File: config.mk
export PLATFORM = sky130hd
export DESIGN_NAME = sync_off_pin
export DESIGN_NICKNAME = d
export VERILOG_FILES = /design/src/rtl/sync_off_pkg.sv /design/src/rtl/sync_off_pin.sv /design/src/rtl/pwm_gen.sv
export VERILOG_INCLUDE_DIRS = /design/src /design/src/rtl
export SDC_FILE = /design/constraint.sdc
export NUM_CORES = 1
export LEC_CHECK = 0
export CORE_AREA = 2 2 208 210
export CTS_BUF_LIST = sky130_fd_sc_hd__clkbuf_4
export DETAILED_ROUTE_END_ITERATION = 8
export DIE_AREA = 0 0 210 212
export DONT_BUFFER_PORTS = 1
export PLACE_DENSITY = 0.41
export SLEW_MARGIN = 20
export SYNTH_ARGS = -nofsm -noshare
export SYNTH_HDL_FRONTEND = slang
export SYNTH_SLANG_ARGS = --single-unit
File: constraint.sdc
create_clock -name aclk -period 7.21 [get_ports aclk]
set_clock_uncertainty 0.1 [all_clocks]
set_input_delay 1.442 -clock aclk [delete_from_list [all_inputs] [get_ports aclk]]
set_output_delay 1.442 -clock aclk [all_outputs]
set_load 0.01 [all_outputs]
File: src/rtl/sync_off_params.svh
// Constants for the sync-off pin controller: register map, fields, timing.
// Assumes a 50 MHz aclk; included by the package, sync_off_pin and the bench.
// Behaviour
// [RQ1] Pin takes one of three functions only
// [RQ2] Sync-off: output on-to-off transition emits pulse
// [RQ3] Sync-off: pulse while output off changes nothing
// [RQ4] Sync-off: pulse while output on turns off
// [RQ5] Peer holds its pulse active at least 30 us
// [RQ6] Output: true drives low, inverted drives high
// [RQ7] PWM square wave; invert flips input and output
`ifndef SYNC_OFF_PARAMS_SVH
`define SYNC_OFF_PARAMS_SVH

// Register byte addresses
`define SO_ADDR_CTRL 8'h00
`define SO_ADDR_CMD 8'h04
`define SO_ADDR_STATUS 8'h08
`define SO_ADDR_PWM_PER 8'h0C
`define SO_ADDR_PWM_ACT 8'h10

// Control register fields
`define SO_CTRL_FN_LSB 0
`define SO_CTRL_FN_MSB 1
`define SO_CTRL_INV_BIT 2
`define SO_CTRL_SEL_LSB 3
`define SO_CTRL_SEL_MSB 4

// Command and status bits
`define SO_CMD_ON_BIT 0
`define SO_CMD_OFF_BIT 1
`define SO_ST_ON_BIT 0
`define SO_ST_IN_BIT 1
`define SO_ST_RMT_BIT 2
`define SO_ST_EMIT_BIT 3

// Bus responses and reset values
`define SO_RESP_OKAY 2'h0
`define SO_RESP_SLVERR 2'h2
`define SO_PWM_RST 32'h0000_0000

// Pulse timing: least low time rounded up to whole cycles
`define SO_CLK_NS 20
`define SO_PULSE_NS 30000
`define SO_PULSE_CYC ((`SO_PULSE_NS + `SO_CLK_NS - 1) / `SO_CLK_NS)
`define SO_CNT_W 11

`endif

File: src/rtl/sync_off_pkg.sv
// Types shared by the sync-off pin controller modules.
// Assumes the constants header is on the include path.
`include "sync_off_params.svh"

package sync_off_pkg;

	typedef enum logic [1:0] {FN_SYNC_OFF, FN_INPUT, FN_OUTPUT} pin_fn_e;
	typedef enum logic [1:0] {SEL_FALSE, SEL_TRUE, SEL_PWM} out_sel_e;
	typedef enum logic {EM_IDLE, EM_DRIVE} emit_e;

	typedef struct packed {
		logic aw_rdy;
		logic w_rdy;
		logic aw_ok;
		logic w_ok;
		logic [7:0] aw_addr;
		logic [31:0] w_data;
		logic [3:0] w_strb;
		logic b_valid;
		logic [1:0] b_resp;
		logic ar_rdy;
		logic r_valid;
		logic [31:0] r_data;
		logic [1:0] r_resp;
		pin_fn_e fn;
		logic inv;
		out_sel_e sel;
		logic [31:0] pwm_per;
		logic [31:0] pwm_act;
		logic out_on;
		logic rmt_off;
		logic prev_act;
		emit_e em;
		logic [`SO_CNT_W-1:0] cnt;
		logic pin_out;
		logic pin_oe;
	} pin_state_s;

	typedef struct packed {
		logic [31:0] cnt;
		logic level;
	} pwm_state_s;

endpackage

File: src/rtl/sync_off_pin.sv
// Rear-panel sync-off pin controller with an AXI4-Lite register slave.
// Assumes the pin buffer resolves pin_out/pin_oe into the wire and
// returns the wire level on pin_in in the same cycle.
`timescale 1ns/1ps
`include "sync_off_params.svh"

module sync_off_pin
	import sync_off_pkg::*;
(
	// Clock and reset
	input wire logic aclk,
	input wire logic aresetn,
	// AXI4-Lite write channels
	input wire logic [7:0] awaddr,
	input wire logic awvalid,
	output logic awready,
	input wire logic [31:0] wdata,
	input wire logic [3:0] wstrb,
	input wire logic wvalid,
	output logic wready,
	output logic [1:0] bresp,
	output logic bvalid,
	input wire logic bready,
	// AXI4-Lite read channels
	input wire logic [7:0] araddr,
	input wire logic arvalid,
	output logic arready,
	output logic [31:0] rdata,
	output logic [1:0] rresp,
	output logic rvalid,
	input wire logic rready,
	// Front panel on/off requests and output state
	input wire logic panel_on,
	input wire logic panel_off,
	output logic output_on,
	// Sync pin
	input wire logic pin_in,
	output logic pin_out,
	output logic pin_oe
);

	localparam pin_state_s RST = '{
		aw_rdy: 1'b1, w_rdy: 1'b1, aw_ok: 1'b0, w_ok: 1'b0,
		aw_addr: 8'h00, w_data: 32'h0000_0000, w_strb: 4'h0,
		b_valid: 1'b0, b_resp: `SO_RESP_OKAY, ar_rdy: 1'b1,
		r_valid: 1'b0, r_data: 32'h0000_0000, r_resp: `SO_RESP_OKAY,
		fn: FN_SYNC_OFF, inv: 1'b0, sel: SEL_FALSE,
		pwm_per: `SO_PWM_RST, pwm_act: `SO_PWM_RST,
		out_on: 1'b0, rmt_off: 1'b0, prev_act: 1'b0, em: EM_IDLE,
		cnt: '0, pin_out: 1'b0, pin_oe: 1'b0};

	pin_state_s s;
	pin_state_s n;
	logic pwm_level;
	logic in_act;
	logic remote_edge;
	logic wr_fire;
	logic wr_cmd;
	logic req_on;
	logic req_off;
	logic remote_hit;
	logic out_val;
	logic [31:0] ctrl_rd;
	logic [31:0] wv;

	// Merge written bytes into an old register value
	function automatic logic [31:0] merge(input logic [31:0] old,
		input logic [31:0] nw, input logic [3:0] strb);
		logic [31:0] r;
		r = old;
		for (int i = 0; i < 4; i++) begin
			if (strb[i]) begin
				r[i*8 +: 8] = nw[i*8 +: 8];
			end
		end
		return r;
	endfunction

	pwm_gen u_pwm (
		.aclk(aclk),
		.aresetn(aresetn),
		.period(s.pwm_per),
		.active(s.pwm_act),
		.level(pwm_level)
	);

	// Invert picks which wire level counts as asserted on input
	assign in_act = s.inv ? pin_in : !pin_in; // [RQ7]
	// Only a fresh edge counts, so a peer pulse of any legal length
	// fires once; our own pulse is masked while we drive the wire
	assign remote_edge = in_act && !s.prev_act && !s.pin_oe; // [RQ5]
	assign remote_hit = (s.fn == FN_SYNC_OFF) && remote_edge && s.out_on;

	// Software and panel requests; off wins over a coincident on
	assign wr_fire = s.aw_ok && s.w_ok && !s.b_valid;
	assign wr_cmd = wr_fire && (s.aw_addr == `SO_ADDR_CMD) && s.w_strb[0];
	assign req_on = panel_on || (wr_cmd && s.w_data[`SO_CMD_ON_BIT]);
	assign req_off = panel_off || (wr_cmd && s.w_data[`SO_CMD_OFF_BIT]);
	assign ctrl_rd = {27'h000_0000, s.sel, s.inv, s.fn};

	// Next state of bus slave, on/off switch, pulse emitter and pin
	always_comb begin
		n = s;
		wv = merge(ctrl_rd, s.w_data, s.w_strb);
		out_val = 1'b0;
		if (awvalid && s.aw_rdy) begin
			n.aw_rdy = 1'b0;
			n.aw_ok = 1'b1;
			n.aw_addr = awaddr;
		end
		if (wvalid && s.w_rdy) begin
			n.w_rdy = 1'b0;
			n.w_ok = 1'b1;
			n.w_data = wdata;
			n.w_strb = wstrb;
		end
		if (s.b_valid && bready) begin
			n.b_valid = 1'b0;
			n.aw_rdy = 1'b1;
			n.w_rdy = 1'b1;
		end
		if (wr_fire) begin
			n.aw_ok = 1'b0;
			n.w_ok = 1'b0;
			n.b_valid = 1'b1;
			n.b_resp = `SO_RESP_OKAY;
			unique case (s.aw_addr)
				`SO_ADDR_CTRL: begin
					// Code 3 falls back to sync-off: only three functions
					unique case (wv[`SO_CTRL_FN_MSB:`SO_CTRL_FN_LSB])
						2'h1: n.fn = FN_INPUT;
						2'h2: n.fn = FN_OUTPUT;
						default: n.fn = FN_SYNC_OFF; // [RQ1]
					endcase
					n.inv = wv[`SO_CTRL_INV_BIT];
					unique case (wv[`SO_CTRL_SEL_MSB:`SO_CTRL_SEL_LSB])
						2'h1: n.sel = SEL_TRUE;
						2'h2: n.sel = SEL_PWM;
						default: n.sel = SEL_FALSE;
					endcase
				end
				`SO_ADDR_CMD: begin
				end
				`SO_ADDR_STATUS: begin
					if (s.w_strb[0] && s.w_data[`SO_ST_RMT_BIT]) begin
						n.rmt_off = 1'b0;
					end
				end
				`SO_ADDR_PWM_PER: n.pwm_per = merge(s.pwm_per, s.w_data, s.w_strb);
				`SO_ADDR_PWM_ACT: n.pwm_act = merge(s.pwm_act, s.w_data, s.w_strb);
				default: n.b_resp = `SO_RESP_SLVERR;
			endcase
		end
		if (s.r_valid && rready) begin
			n.r_valid = 1'b0;
			n.ar_rdy = 1'b1;
		end
		if (arvalid && s.ar_rdy) begin
			n.ar_rdy = 1'b0;
			n.r_valid = 1'b1;
			n.r_resp = `SO_RESP_OKAY;
			n.r_data = 32'h0000_0000;
			unique case (araddr)
				`SO_ADDR_CTRL: n.r_data = ctrl_rd;
				`SO_ADDR_CMD: n.r_data = 32'h0000_0000;
				`SO_ADDR_STATUS: begin
					n.r_data[`SO_ST_ON_BIT] = s.out_on;
					n.r_data[`SO_ST_IN_BIT] = in_act;
					n.r_data[`SO_ST_RMT_BIT] = s.rmt_off;
					n.r_data[`SO_ST_EMIT_BIT] = (s.em == EM_DRIVE);
				end
				`SO_ADDR_PWM_PER: n.r_data = s.pwm_per;
				`SO_ADDR_PWM_ACT: n.r_data = s.pwm_act;
				default: n.r_resp = `SO_RESP_SLVERR;
			endcase
		end

		// Output switch: a peer pulse only acts while we are on
		if (req_off || remote_hit) begin // [RQ4]
			n.out_on = 1'b0;
		end else if (req_on) begin // [RQ3]
			n.out_on = 1'b1;
		end
		// Sticky remote-off flag; a set in the clearing cycle wins
		if (remote_hit) begin
			n.rmt_off = 1'b1;
		end
		n.prev_act = in_act;

		// Pulse emitter, restarted by every on-to-off transition while the sync-off function stays selected
		if (s.em == EM_DRIVE) begin
			if (s.cnt == '0) begin
				n.em = EM_IDLE;
			end else begin
				n.cnt = s.cnt - 1'b1;
			end
		end
		if (s.fn == FN_SYNC_OFF && s.out_on && !n.out_on) begin // [RQ2]
			n.em = EM_DRIVE;
			n.cnt = `SO_CNT_W'(`SO_PULSE_CYC - 1);
		end
		if (n.fn != FN_SYNC_OFF) begin
			n.em = EM_IDLE;
		end

		// Pin drive; the asserted level is low unless inverted
		unique case (n.sel)
			SEL_TRUE: out_val = 1'b1;
			SEL_PWM: out_val = pwm_level; // [RQ7]
			default: out_val = 1'b0;
		endcase
		unique case (n.fn)
			FN_SYNC_OFF: begin
				n.pin_oe = (n.em == EM_DRIVE);
				n.pin_out = n.inv; // [RQ7]
			end
			FN_INPUT: begin
				n.pin_oe = 1'b0;
				n.pin_out = 1'b0;
			end
			default: begin
				n.pin_oe = 1'b1;
				n.pin_out = n.inv ? out_val : !out_val; // [RQ6]
			end
		endcase
	end

	always_ff @(posedge aclk) begin
		if (!aresetn) begin
			s <= RST;
		end else begin
			s <= n;
		end
	end

	// Outputs straight from the state register
	assign awready = s.aw_rdy;
	assign wready = s.w_rdy;
	assign bvalid = s.b_valid;
	assign bresp = s.b_resp;
	assign arready = s.ar_rdy;
	assign rvalid = s.r_valid;
	assign rdata = s.r_data;
	assign rresp = s.r_resp;
	assign output_on = s.out_on;
	assign pin_out = s.pin_out;
	assign pin_oe = s.pin_oe;
endmodule

File: src/rtl/pwm_gen.sv
// Square wave generator: period and active time given in aclk cycles.
// Assumes both settings come from registers; a new period takes effect
// at once, so a shrinking period wraps the counter at the next cycle.
`timescale 1ns/1ps

module pwm_gen
	import sync_off_pkg::*;
(
	// Clock and reset
	input wire logic aclk,
	input wire logic aresetn,
	// Settings
	input wire logic [31:0] period,
	input wire logic [31:0] active,
	// Wave, high during the active part of each period
	output logic level
);

	pwm_state_s s;
	pwm_state_s n;

	// Count through the period; zero period parks the wave low
	always_comb begin
		n = s;
		if (period == 32'h0000_0000 || s.cnt >= period - 32'h0000_0001) begin
			n.cnt = 32'h0000_0000;
		end else begin
			n.cnt = s.cnt + 32'h0000_0001;
		end
		n.level = (period != 32'h0000_0000) && (n.cnt < active); // [RQ7]
	end

	always_ff @(posedge aclk) begin
		if (!aresetn) begin
			s <= '{cnt: 32'h0000_0000, level: 1'b0};
		end else begin
			s <= n;
		end
	end

	assign level = s.level;
endmodule

==> results.md <==
* Post-cts sizing count at 0
* Combinational share of power at 5.2%
* Post-synthesis simple-gate area fraction at 23.8%
* Cell variety after synth at 60
* Int Pwr at 1760 µW
* Critical path peak fanout at 33
* RSZ-0062 raised after global routing: false
* Die area at approximately 45000 µm²
* Area of the multi-input gates at 5570 µm²
* Final HPWL DP at 23.3 mm
* Synthesized area at ~10000 µm²
* DR iter-0 viols at 574
* Most frequent cells in the layout: dfxtp_1, nand2_1, nor2_1
* Drt drc at 0
* Asr flop ratio synth at 0%
* Clock Tree Root: clkbuf_4
* Final worst path period share at 85.9%
* FF+latch area at 4080 µm²
* Starting density of the core at 24.5%
* P&R area growth vs syn at 9.12%
* Hold violation count in the final report at 0
* Achievable Freq at 0.162 GHz
* Synthesis-stage register bit count at 204
* Synth area leader: dfxtp_1
* Relative slew slack at 37.3%
* Max Slew Vio Count at 0
* Status: finished clean
* Worst path bufs/invs at 0
* DP Worst Slack at 0.952 ns
* Final Util at 26.8%
* Clock power share at about 44%
* Final setup vio count at 0
* Avg Cell Area, Syn at 7.92 µm²
* Slowest-stage cell, CP: o311ai_0
* Max_cap viols at 0
* H-tree levels at 2
* Max clock buf depth at 3
* Drt wl/cell at roughly 17 µm
* Post-CTS setup buffers at 0
* Vias at 8804
* Power Density at 210 nW/µm²
* Via density at 4.70
* Fin nets at 1414
* Post-synthesis xor/xnor area fraction at under 10%
* Worst Path Arrival at 6.66 ns
* Fill count at approximately 4700
* Hold crit path type: reg -> reg
* Synth Area in Compound Gates at 14.1%
* Antenna Nets Post-Route at 0
* Die width at 210 µm
* Hold buffers post-CTS at 0
* Multiplexer share of the synthesized area at between 1 and 1.5%
* Sequential area share after synthesis at 39.2%
* Yosys warns at 0
* Critical Setup Path Class: reg -> reg
* Post-Route WL at slightly above 30 mm
* Final Instance Count excl. Fillers at 1872
* Synth Area in Adders at 8.28%
* GPL Wtd Cong at 0.826
* First-pass GRT wire length at between 40 and 50 mm
* Critical Path End Type: flop
* Num rows at 76
* Layout cells sized above 1 at between 8 and 9%
* Crit-path cells: or4_1 -> or3_1 -> or3_4 -> nor2_1 -> nor2_1 -> ha_1 -> nand4_1 -> or4_1 -> o32ai_1 -> o2111a_1 -> a211o_2 -> nor2_1 -> ha_1 -> nand4_1 -> or4_1 -> o311ai_0 -> o21ai_0
* Sequential share of power at roughly half
* Fin Hold WS at 0.359 ns
* Num ports at approximately 110
* Worst slew pin tran at 0.940 ns
* Worst setup margin at 1.02 ns
* Most used DFF post-synth: dfxtp_1
* Largest delay share family, worst path: simple AND/OR/NAND/NOR gates
* Later-pin clock latency in the skew report at a little over 0.7 ns
* Critical path launch point type: flop
* Global Route Usage Sum at 14.0%
* DR pass1 iterations at 4
* Congestion Overflow GR at 0
* Clock sink total at 204
* PortBufs at 0
* Initial antenna violation count at 2
* Top-area cell type share of the netlist area at 39.2%
* Die span in y at 212 µm
* Core Box Area at 42500 µm²
* CTS tree: yes
* Top cells by area, synth: dfxtp_1, ha_1, nand2_1
* Worst vdd ir at 0.0866 mV
* Clock slew at reported path FFs at 0.07 ns
* Post-Route Setup TNS at 0 ns
* Post-route minimum period at 6.19 ns
* Vias in the first global route at approximately 8400
* Number of instances in the placed design at 1770
* Number of synthesized flops with an enable pin at 0
* Critical Path RT at between 7 and 8 ns
* Switching pwr at 627 µW
* CP peak stage delay at between 0.6 and 0.7 ns
* Most common cell after layout, fill and taps aside: dfxtp_1
* Pin count of the biggest net entering global routing at 87
* Net Sw Frac at 26.3%
* Synthesized instance count at 1316
* Pleak at between 0.004 and 0.005 µW
* Combinational family with the most area after synthesis: simple AND/OR/NAND/NOR gates
* Total CTS buffers at 57
## layout make-up
cell class | instances | area share [%]
multi-input combinational | 949 | 49.0
clock inverter | 13 | 0.528
tap | 546 | 6.00
antenna | 1 | 0.0220
timing repair buffer | 13 | 0.858
inverter | 58 | 1.94
sequential | 204 | 35.9
clock buffer | 88 | 5.81
## synthesized netlist by cell type, drive strengths merged, types with 3 or more instances
cell type,instances
a32o,3
nand4,15
and4,3
xor2,25
buf,48
nor4,14
nand3,73
xnor2,44
o21ai,23
a21oi,141
or2,4
inv,58
nor3,46
and2,7
dfxtp,204
mux2i,14
o221ai,4
o31ai,3
nor2,162
o21a,5
clkbuf,58
or4,9
a21o,12
nor2b,4
or3,6
nand2,191
ha,69
and3,10
a221oi,28
nand2b,5
## through the flow
step                power (µW)  cell area (µm²)
global route              2520            11400
finish                    2380            11400
floorplan                 1330            10400
CTS                       2440            11400
detailed placement        1360            10700
global placement          1360            10700
## worst min-delay path: cells and delay by family, from the launching register on
| kind | cells | cell delay, ns |
|---|---|---|
| flops | 1 | 0.31 |
| simple gates | 1 | 0.05 |
| compound gates | 1 | 0.05 |
## power groups by stage
| stage | registers, µW | clock network, µW | logic [µW] |
|---|---|---|---|
| 6_report | 1210 | 1050 | 124 |
| 5_1_grt | 1210 | 1170 | 142 |
| 4_1_cts | 1210 | 1110 | 127 |
| 3_5_place_dp | 1230 | 0 | 127 |
| 3_3_place_gp | 1230 | 0 | 126 |
| 2_1_floorplan | 1210 | 0 | 127 |
## path summary, 6_finish.rpt
kind	cells after the start	slack [ns]	startpoint	endpoint
worst min register to register	2	0.36	s[168]$_SDFFE_PN0P_	s[168]$_SDFFE_PN0P_
worst max-delay path	17	1.02	s[57]$_SDFFE_PN0P_	u_pwm.level$_SDFF_PN0_
worst min-delay path	2	0.36	s[168]$_SDFFE_PN0P_	s[168]$_SDFFE_PN0P_
worst max register to register	17	1.02	s[57]$_SDFFE_PN0P_	u_pwm.level$_SDFF_PN0_
## metal layers
metal  global-route usage (%)  routed length, µm  vias to the layer above
met3                     3.28               1690                       47
met4                     5.36                867                        0
li1                         -                  -                     4486
met5                        0                  0                        -
met2                     20.6              13000                      207
met1                     19.8              15600                     4064
## registers in the layout, summed over array words and instances, names as in the netlist, 5 cells and up
name     count
ctrl_rd      5
rdata       32
s          124
u_pwm.s     32
## cell families (layout without fill, tap and decap cells)
logic type / Yosys count / count (layout)
and+or+nand+nor: 555 / 555
AOI/OAI and AO/OA: 240 / 240
DFF: 204 / 204
buffers and inverters: 164 / 172
adders and majority gates: 69 / 69
xor gates and xnor gates: 69 / 69
muxes: 14 / 14
other: 1 / 3
(Power assumes the default switching activity.)
